[src/host_irq_regs.svh]
// Register offsets, field positions, reset values and timing for the interrupt controller
`ifndef HOST_IRQ_REGS_SVH
`define HOST_IRQ_REGS_SVH
`define IRQ_CONFIGURATION_OFS   8'h54
`define INTERRUPT_STATUS_OFS    8'h58
`define INTERRUPT_MASK_OFS      8'h5c
`define IRQ_CONFIGURATION_RST   32'h0000_0000
`define INTERRUPT_STATUS_RST    32'h0000_0000
`define INTERRUPT_MASK_RST      32'h0000_0000
`define HOLDOFF_MSB             31
`define HOLDOFF_LSB             24
`define HOLDOFF_RESTART_BIT     14
`define HOLDOFF_ACTIVE_BIT      13
`define MASTER_LINE_BIT         12
`define PIN_ENABLE_BIT          8
`define PIN_POLARITY_BIT        4
`define PIN_DRIVER_BIT          0
`define SOFTWARE_EVENT_BIT      31
`define TX_HALTED_BIT           25
`define RX_HALTED_BIT           24
`define DROP_MIDPOINT_BIT       23
`define PM_EVENT_BIT            17
`define CONFIG_WRITE_MASK       32'hff00_0111
`define KEPT_ON_SOFT_RESET_MASK 32'h0000_0011
`define STATUS_W1C_MASK         32'h83bb_efff
`define STATUS_LIVE_MASK        32'h0004_0000
`define STATUS_READ_CLEAR_MASK  32'h0000_0000
`define MASK_WRITE_MASK         32'h83bf_efff
`define PM_EVENT_MASK           32'h0002_0000
`define HOLDOFF_UNIT_NS         10000
`define CLK_PERIOD_NS           10
`define HOLDOFF_UNIT_CYCLES     (`HOLDOFF_UNIT_NS / `CLK_PERIOD_NS)
`endif

[src/host_irq_pkg.sv]
// Types shared by the interrupt controller modules
package host_irq_pkg;
  typedef enum logic [0:0] {HOLDOFF_IDLE, HOLDOFF_RUN} holdoff_state_e;
  typedef logic [31:0] word_t;
endpackage : host_irq_pkg

[src/holdoff_if.sv]
// Link between the register block and the hold-off timer
`timescale 1ns/1ps
interface holdoff_if;
  logic [7:0] interval;
  logic       start;
  logic       restart;
  logic       active;
  modport ctrl  (output interval, output start, output restart, input active);
  modport timer (input interval, input start, input restart, output active);
endinterface : holdoff_if

[src/pin_sync.sv]
// Two-stage synchroniser for pin inputs
`timescale 1ns/1ps
module pin_sync #(
  parameter int unsigned          WIDTH       = 1,
  parameter logic [WIDTH-1:0]     RESET_VALUE = '0
) (
  input  wire logic             sys_clk_i,
  input  wire logic             sys_rst_i,
  input  wire logic [WIDTH-1:0] d_i,
  output logic      [WIDTH-1:0] q_o
);
  logic [WIDTH-1:0] meta;
  logic [WIDTH-1:0] next_meta;
  logic [WIDTH-1:0] next_q;

  // First stage feeds only the second
  always_comb begin
    next_meta = d_i;
    next_q    = meta;
  end

  always_ff @(posedge sys_clk_i) begin
    if (sys_rst_i) begin
      meta <= RESET_VALUE;
      q_o  <= RESET_VALUE;
    end else begin
      meta <= next_meta;
      q_o  <= next_q;
    end
  end
endmodule : pin_sync

[src/holdoff_timer.sv]
// Deassertion hold-off interval timer, counted in 10 us units
`timescale 1ns/1ps
`include "host_irq_regs.svh"
module holdoff_timer
  import host_irq_pkg::*;
#(
  parameter int unsigned UNIT_CYCLES = `HOLDOFF_UNIT_CYCLES
) (
  input  wire logic sys_clk_i,
  input  wire logic sys_rst_i,
  holdoff_if.timer  hb
);
  localparam int unsigned PW = $clog2(UNIT_CYCLES + 1);
  localparam logic [PW-1:0] UNIT_LAST = PW'(UNIT_CYCLES - 1);

  holdoff_state_e state;
  holdoff_state_e next_state;
  logic [PW-1:0]  prescale;
  logic [PW-1:0]  next_prescale;
  logic [7:0]     units;
  logic [7:0]     next_units;
  logic [7:0]     length;
  logic [7:0]     next_length;

  // Interval length latched at start so a nonzero rewrite only affects later intervals
  always_comb begin
    next_state    = state;
    next_prescale = prescale;
    next_units    = units;
    next_length   = length;
    case (state)
      HOLDOFF_IDLE: begin
        if ((hb.start || hb.restart) && hb.interval != 8'h00) begin
          next_state    = HOLDOFF_RUN;
          next_length   = hb.interval;
          next_prescale = '0;
          next_units    = 8'h00;
        end
      end
      HOLDOFF_RUN: begin
        if (prescale == UNIT_LAST) begin
          next_prescale = '0;
          next_units    = units + 8'h01;
          if (units + 8'h01 == length) begin
            next_state = HOLDOFF_IDLE;
          end
        end else begin
          next_prescale = prescale + PW'(1);
        end
        if (hb.restart) begin
          next_prescale = '0;
          next_units    = 8'h00;
          next_length   = hb.interval;
          next_state    = HOLDOFF_RUN;
        end
      end
      default: next_state = HOLDOFF_IDLE;
    endcase
    // Zero field stops the interval at once
    if (hb.interval == 8'h00) begin
      next_state    = HOLDOFF_IDLE;
      next_prescale = '0;
      next_units    = 8'h00;
    end
  end

  always_ff @(posedge sys_clk_i) begin
    if (sys_rst_i) begin
      state    <= HOLDOFF_IDLE;
      prescale <= '0;
      units    <= 8'h00;
      length   <= 8'h00;
    end else begin
      state    <= next_state;
      prescale <= next_prescale;
      units    <= next_units;
      length   <= next_length;
    end
  end

  assign hb.active = (state == HOLDOFF_RUN);
endmodule : holdoff_timer

[src/host_irq_controller.sv]
// Host interrupt controller: status, mask, configuration and request pin
`timescale 1ns/1ps
`include "host_irq_regs.svh"
module host_irq_controller
  import host_irq_pkg::*;
#(
  parameter int unsigned UNIT_CYCLES = `HOLDOFF_UNIT_CYCLES
) (
  input  wire logic        sys_clk_i,
  input  wire logic        sys_rst_i,
  input  wire logic        soft_reset_i,
  input  wire logic        bus_cs_n_i,
  input  wire logic        bus_rd_n_i,
  input  wire logic        bus_wr_n_i,
  input  wire logic [7:1]  bus_addr_i,
  input  wire logic [15:0] bus_data_i,
  output logic      [15:0] bus_data_o,
  output logic             bus_data_oe_o,
  output logic             irq_o,
  output logic             irq_oe_o,
  input  wire logic        tx_stop_request_i,
  input  wire logic        tx_halted_i,
  input  wire logic        receiver_halted_i,
  input  wire logic [31:0] drop_count_i,
  input  wire logic        phy_irq_i,
  input  wire logic [31:0] source_events_i
);
  localparam logic [7:0]  CFG_OFS  = `IRQ_CONFIGURATION_OFS;
  localparam logic [7:0]  STS_OFS  = `INTERRUPT_STATUS_OFS;
  localparam logic [7:0]  MASK_OFS = `INTERRUPT_MASK_OFS;
  localparam logic [25:0] SYNC_RST = {3'b111, 23'h000000};

  ////////////////////////////////////////////////////////////////////////////
  // Pin synchronisation and bus strobes
  logic [25:0] pin_q;
  logic        s_cs_n;
  logic        s_rd_n;
  logic        s_wr_n;
  logic [7:1]  s_addr;
  logic [15:0] s_data;

  pin_sync #(.WIDTH(26), .RESET_VALUE(SYNC_RST)) u_pin_sync (
    .sys_clk_i (sys_clk_i),
    .sys_rst_i (sys_rst_i),
    .d_i       ({bus_cs_n_i, bus_rd_n_i, bus_wr_n_i, bus_addr_i, bus_data_i}),
    .q_o       (pin_q)
  );
  assign {s_cs_n, s_rd_n, s_wr_n, s_addr, s_data} = pin_q;

  logic        rd_act;
  logic        wr_act;
  logic        rd_prev;
  logic        wr_prev;
  logic [7:1]  wr_addr_q;
  logic [15:0] wr_data_q;
  logic        next_rd_prev;
  logic        next_wr_prev;
  logic [7:1]  next_wr_addr_q;
  logic [15:0] next_wr_data_q;
  logic [15:0] next_bus_data_o;
  logic        next_bus_data_oe_o;
  logic        rd_start;
  logic        wr_commit;
  logic [7:0]  rd_byte;
  logic [7:0]  wr_byte;
  word_t       rd_word;

  assign rd_act    = !s_cs_n && !s_rd_n;
  assign wr_act    = !s_cs_n && !s_wr_n;
  assign rd_start  = rd_act && !rd_prev;
  assign wr_commit = !wr_act && wr_prev;   // Commit on strobe release, data captured while held
  assign rd_byte   = {s_addr, 1'b0};
  assign wr_byte   = {wr_addr_q, 1'b0};

  ////////////////////////////////////////////////////////////////////////////
  // Register state
  word_t cfg;
  word_t sts;
  word_t mask;
  logic  sw_prev;
  logic  txh_prev;
  logic  rxh_prev;
  logic  drop_msb_prev;
  logic  pin_q_assert;
  word_t next_cfg;
  word_t next_sts;
  word_t next_mask;
  logic  next_sw_prev;
  logic  next_txh_prev;
  logic  next_rxh_prev;
  logic  next_drop_msb_prev;
  logic  next_pin_q_assert;
  logic  next_irq_o;
  logic  next_irq_oe_o;

  holdoff_if hb ();

  holdoff_timer #(.UNIT_CYCLES(UNIT_CYCLES)) u_holdoff_timer (
    .sys_clk_i (sys_clk_i),
    .sys_rst_i (sys_rst_i),
    .hb        (hb.timer)
  );

  word_t sts_view;
  word_t set_vec;
  word_t wr_word;
  word_t half_mask;
  word_t w1c_clear;
  word_t rc_clear;
  logic  is_cfg_wr;
  logic  is_sts_wr;
  logic  is_mask_wr;
  logic  set_sw;
  logic  set_tx;
  logic  set_rx;
  logic  set_drop;
  logic  line;
  logic  held_part;
  logic  pm_part;
  logic  pin_assert;

  // Bit 18 follows its source live; the other STATUS_W1C_MASK bits are sticky, the rest read zero
  assign sts_view = (sts & ~`STATUS_LIVE_MASK) | ({32{phy_irq_i}} & `STATUS_LIVE_MASK);
  assign line      = |(sts_view & mask);
  assign pm_part   = |(sts_view & mask & `PM_EVENT_MASK);
  assign held_part = |(sts_view & mask & ~`PM_EVENT_MASK);
  assign pin_assert = cfg[`PIN_ENABLE_BIT] && ((held_part && !hb.active) || pm_part);

  // Event edges and source event levels into the status bits
  assign set_sw   = mask[`SOFTWARE_EVENT_BIT] && !sw_prev;
  assign set_tx   = tx_stop_request_i && tx_halted_i && !txh_prev;
  assign set_rx   = receiver_halted_i && !rxh_prev;
  assign set_drop = drop_count_i[31] && !drop_msb_prev && (drop_count_i[30:0] == 31'h0);
  assign set_vec  = (source_events_i & `STATUS_W1C_MASK & 32'h7c7f_ffff)
                  | ({31'h0, set_sw} << `SOFTWARE_EVENT_BIT)
                  | ({31'h0, set_tx} << `TX_HALTED_BIT)
                  | ({31'h0, set_rx} << `RX_HALTED_BIT)
                  | ({31'h0, set_drop} << `DROP_MIDPOINT_BIT);

  // Write decode per 16-bit half
  assign half_mask  = wr_addr_q[1] ? 32'hffff_0000 : 32'h0000_ffff;
  assign wr_word    = wr_addr_q[1] ? {wr_data_q, 16'h0000} : {16'h0000, wr_data_q};
  assign is_cfg_wr  = wr_commit && (wr_byte[7:2] == CFG_OFS[7:2]);
  assign is_sts_wr  = wr_commit && (wr_byte[7:2] == STS_OFS[7:2]);
  assign is_mask_wr = wr_commit && (wr_byte[7:2] == MASK_OFS[7:2]);
  assign w1c_clear  = is_sts_wr ? (wr_word & half_mask & `STATUS_W1C_MASK) : 32'h0;
  assign rc_clear   = (rd_start && rd_byte[7:2] == STS_OFS[7:2]) ? `STATUS_READ_CLEAR_MASK : 32'h0;

  assign hb.interval = cfg[`HOLDOFF_MSB:`HOLDOFF_LSB];
  assign hb.restart  = is_cfg_wr && !wr_addr_q[1] && wr_data_q[`HOLDOFF_RESTART_BIT];
  assign hb.start    = pin_q_assert && !pin_assert;

  // Next register values
  always_comb begin
    next_cfg  = cfg;
    next_mask = mask;
    if (is_cfg_wr) begin
      next_cfg = (cfg & ~(`CONFIG_WRITE_MASK & half_mask)) | (wr_word & `CONFIG_WRITE_MASK & half_mask);
    end
    if (is_mask_wr) begin
      next_mask = (mask & ~(`MASK_WRITE_MASK & half_mask)) | (wr_word & `MASK_WRITE_MASK & half_mask);
    end
    // Set wins over any clear in the same cycle
    next_sts = ((sts & ~w1c_clear & ~rc_clear) | set_vec) & `STATUS_W1C_MASK;
    if (soft_reset_i) begin
      next_cfg  = (`IRQ_CONFIGURATION_RST & ~`KEPT_ON_SOFT_RESET_MASK)
                | (cfg & `KEPT_ON_SOFT_RESET_MASK);
      next_mask = `INTERRUPT_MASK_RST;
      next_sts  = `INTERRUPT_STATUS_RST | set_vec;
    end
    next_sw_prev       = mask[`SOFTWARE_EVENT_BIT];
    next_txh_prev      = tx_stop_request_i && tx_halted_i;
    next_rxh_prev      = receiver_halted_i;
    next_drop_msb_prev = drop_count_i[31];
    next_pin_q_assert  = pin_assert;
    if (!cfg[`PIN_DRIVER_BIT]) begin
      next_irq_o    = 1'b0;
      next_irq_oe_o = pin_assert;
    end else begin
      next_irq_o    = cfg[`PIN_POLARITY_BIT] ? pin_assert : !pin_assert;
      next_irq_oe_o = 1'b1;
    end
  end

  always_ff @(posedge sys_clk_i) begin
    if (sys_rst_i) begin
      cfg           <= `IRQ_CONFIGURATION_RST;
      sts           <= `INTERRUPT_STATUS_RST;
      mask          <= `INTERRUPT_MASK_RST;
      sw_prev       <= 1'b0;
      txh_prev      <= 1'b0;
      rxh_prev      <= 1'b0;
      drop_msb_prev <= 1'b0;
      pin_q_assert  <= 1'b0;
      irq_o         <= 1'b0;
      irq_oe_o      <= 1'b0;
    end else begin
      cfg           <= next_cfg;
      sts           <= next_sts;
      mask          <= next_mask;
      sw_prev       <= next_sw_prev;
      txh_prev      <= next_txh_prev;
      rxh_prev      <= next_rxh_prev;
      drop_msb_prev <= next_drop_msb_prev;
      pin_q_assert  <= next_pin_q_assert;
      irq_o         <= next_irq_o;
      irq_oe_o      <= next_irq_oe_o;
    end
  end

  ////////////////////////////////////////////////////////////////////////////
  // Read path; unmapped addresses read zero
  always_comb begin
    rd_word = 32'h0;
    if (rd_byte[7:2] == CFG_OFS[7:2]) begin
      rd_word = (cfg & `CONFIG_WRITE_MASK)
              | ({31'h0, hb.active} << `HOLDOFF_ACTIVE_BIT)
              | ({31'h0, line} << `MASTER_LINE_BIT);
    end else if (rd_byte[7:2] == STS_OFS[7:2]) begin
      rd_word = sts_view;
    end else if (rd_byte[7:2] == MASK_OFS[7:2]) begin
      rd_word = mask;
    end
  end

  // Bus capture and answer
  always_comb begin
    next_rd_prev       = rd_act;
    next_wr_prev       = wr_act;
    next_wr_addr_q     = wr_act ? s_addr : wr_addr_q;
    next_wr_data_q     = wr_act ? s_data : wr_data_q;
    next_bus_data_oe_o = rd_act;
    next_bus_data_o    = bus_data_o;
    if (rd_start) begin
      next_bus_data_o = s_addr[1] ? rd_word[31:16] : rd_word[15:0];
    end
  end

  always_ff @(posedge sys_clk_i) begin
    if (sys_rst_i) begin
      rd_prev       <= 1'b0;
      wr_prev       <= 1'b0;
      wr_addr_q     <= 7'h00;
      wr_data_q     <= 16'h0000;
      bus_data_o    <= 16'h0000;
      bus_data_oe_o <= 1'b0;
    end else begin
      rd_prev       <= next_rd_prev;
      wr_prev       <= next_wr_prev;
      wr_addr_q     <= next_wr_addr_q;
      wr_data_q     <= next_wr_data_q;
      bus_data_o    <= next_bus_data_o;
      bus_data_oe_o <= next_bus_data_oe_o;
    end
  end
endmodule : host_irq_controller

[config.mk]
export PLATFORM = sky130hd
export DESIGN_NAME = host_irq_controller
export DESIGN_NICKNAME = d
export VERILOG_FILES = /design/src/host_irq_pkg.sv /design/src/holdoff_if.sv /design/src/pin_sync.sv /design/src/holdoff_timer.sv /design/src/host_irq_controller.sv
export VERILOG_INCLUDE_DIRS = /design/src
export SDC_FILE = /design/constraint.sdc
export NUM_CORES = 1
export LEC_CHECK = 0
export ABC_AREA = 1
export BUFFER_PORTS_ARGS = -buffer_cell sky130_fd_sc_hd__buf_4
export CAP_MARGIN = 5
export CELL_PAD_IN_SITES_DETAIL_PLACEMENT = 1
export CELL_PAD_IN_SITES_GLOBAL_PLACEMENT = 1
export CORE_AREA = 2 2 137 139
export CTS_CLUSTER_SIZE = 30
export DETAILED_ROUTE_END_ITERATION = 10
export DIE_AREA = 0 0 139 141
export PLACE_DENSITY = 0.83
export SETUP_SLACK_MARGIN = 0.05
export SLEW_MARGIN = 20
export SYNTH_ARGS = -nofsm -noshare
export SYNTH_HDL_FRONTEND = slang
export SYNTH_HIERARCHICAL = 1
export SYNTH_SLANG_ARGS = --single-unit
export TNS_END_PERCENT = 50
[constraint.sdc]
create_clock -name sys_clk_i -period 2.74 [get_ports sys_clk_i]
set_clock_uncertainty 0.1 [all_clocks]
set_input_delay 0 -clock sys_clk_i [delete_from_list [all_inputs] [get_ports sys_clk_i]]
set_output_delay 0 -clock sys_clk_i [all_outputs]
set_load 0.01 [all_outputs]
==> flow_summary.ini <==
[run_status]
status = finished clean

[yosys]
synth_mux_area_frac = 0
synthAdderAreaFrac = 0.00320
synth_top_area_cell = dfxtp_1
synth_edf_count = 0
ys_warn_count = 6
synth_compound_area_frac = 0.142
synth.distinct_cells = 43
synthSimpleGateAreaFrac = 0.253
synth_area_um2 = 7810
ys_seq_area_frac = 0.479
synth_top_area_share = 0.479
synthArstFlopShare = 0
synth_seq_cells = 187
yosys_most_used_dff = dfxtp_1
avgSynthCellArea_um2 = 7.47
synth_xor_area_frac = 0.00528
synth_top_family_by_area = simple AND/OR/NAND/NOR gates
syn_nets = 1145
netlist_instances = 1046
synth_area_leaders = dfxtp_1 (48%), inv_1 (7.9%), nor2_1 (7.5%)

[cells_and_area]
regArea_um2 = 3740
antenna_cells = 0
n_fill_cell = 2266
final_cells = 1448
multi_input_area_um2 = 3160
nets = 1300
drive_gt1_frac = 0.156
syn2layout_area_growth_pct = 26.9

[clock_network]
clk_latency_ns = 0.44
cts_setup_buffers = 0
clk_pin_slew_ns = 0.07
numCtsBuffers = 17
cts_num_sinks = 187
cts_htree_levels = 4
ctsRootBufferMaster = clkbuf_16
hold_buffers = 63
cts.repair.resized = 0
cts_tree = built
clockBufferDepth = 2

[power_and_ir_drop]
p_sw_mw = 1.42
power_leakage_nw = 4.23
power_frac_seq = 0.502
vdd_drop_max_mv = 0.442
clkPwrFrac = 0.436
p_comb_frac = 0.062
internal_power_mw = 4.21
netSwitchingFraction = 0.252
p_per_area_nw_per_um2 = 567

[timing]
drv_slew = 0
fmax_ghz = 0.416
timing.setup.tns_ns = 0
timing_worst_slew_pin_value_ns = 0.859
post-route-period-util = 0.876
final_hold_viol_count = 0
min_period_ns = 2.40
setup_viol = 0
max_slew_margin = 0.426
rsz0062_at_grt = false

[detailed_routing]
drc = 0
vias = 7520
wl_um = 25100
vias_per_cell = 5.19
first_pass_iters = 5
first_iter_violations = 425
drtAntennaViolNets = 0
wire_per_inst_um = 17.4

[floorplanning]
fp.dieH_um = 141
die_area_um2 = 19600
fp.dieW_um = 139
rows = 50
pin_count = 116
core_um2 = 18300
start_util = 0.428

[job]
maxCapViolCount = 0

[min_path]
hold_class = primary input to register
holdCritStartpoint = bus_addr_i[1]

[global_route]
antenna_found_initial = 0
grt_max_degree = 45
overflow = 0
grt_pass1_vias = 7780
grt_pass1_wl_um = 40000
grt_usage = 0.257

[worst_setup_path]
path_cells = dlygate4sd3_1 > buf_4 > buf_4 > nor4_1 > dlygate4sd3_1 > nand3_1 > dlygate4sd3_1 > o21ai_0
cp_max_fo = 31
startpoint = sys_rst_i
critPathMaxStageDelay_ns = 0.60
crit_top_cell = dlygate4sd3_1
worst-path-buf-inv = 5
r2r-start = sts[25]$_SDFF_PP0_
critical_path_class = primary input to register
critical_path_arrival_ns = 2.67
path_delay_family = buffers and inverters
cpMaxStageDelayCell = dlygate4sd3_1
crit_path_end_kind = register
startpoint_type = primary input
crit_required_ns = 3.01

[placement]
portBuffers = 103
place_inst = 1353
hpwl_um = 15700
routabilityCongestion = 0.797
Yosys cell counts, types with 8 or more instances:
master    number
dfxtp_1      187
clkbuf_1      16
nor2_1       156
a31oi_1       24
buf_2         11
nand3_1       70
o21ai_1       28
a21oi_1       58
o22ai_1       22
inv_1        164
nand2_1      153
nand4_1        9
o21ai_0       61
buf_6         13
nor2_2         8
per-stage QoR:
| step | setup WS, ns | area (µm²) | utilization | total power [mW] | hold slack (ns) |
|---|---|---|---|---|---|
| 6_report | 0.338 | 9920 | 0.543 | 5.62 | 0.204 |
| 2_1_floorplan | 0.896 | 7810 | - | 3.00 | -0.00711 |
| 5_1_grt | 0.182 | 9920 | 0.543 | 5.81 | 0.221 |
| 3_3_place_gp | 0.525 | 8700 | 0.476 | 3.13 | 0.0803 |
| 4_1_cts | 0.430 | 9920 | 0.543 | 5.64 | 0.169 |
| 3_5_place_dp | 0.463 | 8700 | 0.476 | 3.15 | 0.0844 |
power groups by stage:
stage,sequential (mW),combinational (mW),clock (mW)
final,2.82,0.349,2.45
after global routing,2.83,0.380,2.60
after CTS,2.82,0.336,2.48
after detailed placement,2.88,0.266,0
after global placement,2.88,0.255,0
after floorplan,2.87,0.129,0
logic make-up (layout without fill, tap and decap cells):
| logic type | after synthesis | after routing |
|---|---|---|
| AO/OA/AOI/OAI | 203 | 203 |
| XOR/XNOR | 3 | 3 |
| adder cells (fa/ha/maj) | 2 | 2 |
| buffers and inverters | 214 | 382 |
| flip-flops | 187 | 187 |
| AND/OR/NAND/NOR | 437 | 437 |
cell usage in the layout, fill, tap and decap left out, drive strengths merged, types with 8 or more instances in the layout:
| master | n |
|---|---|
| inv | 179 |
| nor3 | 8 |
| o21ai | 89 |
| nand2 | 163 |
| buf | 114 |
| dfxtp | 187 |
| o22ai | 24 |
| nand3 | 72 |
| a21oi | 58 |
| clkbuf | 18 |
| nand4 | 10 |
| dlygate4sd3 | 63 |
| nor2 | 170 |
| a31oi | 24 |
| clkinv | 8 |
final timing paths:
check                                                  end  slack, ns  depth (start not counted)
hold reg to reg              u_pin_sync/q_o[18]$_SDFF_PP0_       0.30                          2
setup / recovery                        sts[23]$_SDFF_PP0_       0.34                          8
setup reg to reg  u_holdoff_timer/prescale[0]$_SDFFE_PP0P_       0.40                         14
hold / removal              u_pin_sync/meta[16]$_SDFF_PP0_       0.20                          4
layout make-up:
type | count | area share
Clock buffer | 18 | 0.0443
Multi-Input combinational cell | 645 | 0.318
Timing Repair Buffer | 177 | 0.150
Inverter | 173 | 0.0655
Sequential cell | 187 | 0.377
Tap cell | 234 | 0.0295
Clock inverter | 14 | 0.0150
worst reg2reg max path: cells and delay by family, from the launching register on:
kind	cells	cell delay, ns
AND/OR/NAND/NOR	10	1.16
AO/OA/AOI/OAI	3	0.52
flip-flops	1	0.33
buffers and inverters	1	0.15
routing by layer:
| layer | vias up | global-route usage | share of wire |
|---|---|---|---|
| met1 | 3633 | 0.310 | 0.42 |
| met4 | 0 | 0.0994 | 0.022 |
| li1 | 3657 | - | - |
| met3 | 46 | 0.0476 | 0.049 |
| met5 | - | 0 | 0 |
| met2 | 184 | 0.457 | 0.51 |
Note: power is estimated with default switching activity, not from simulation.
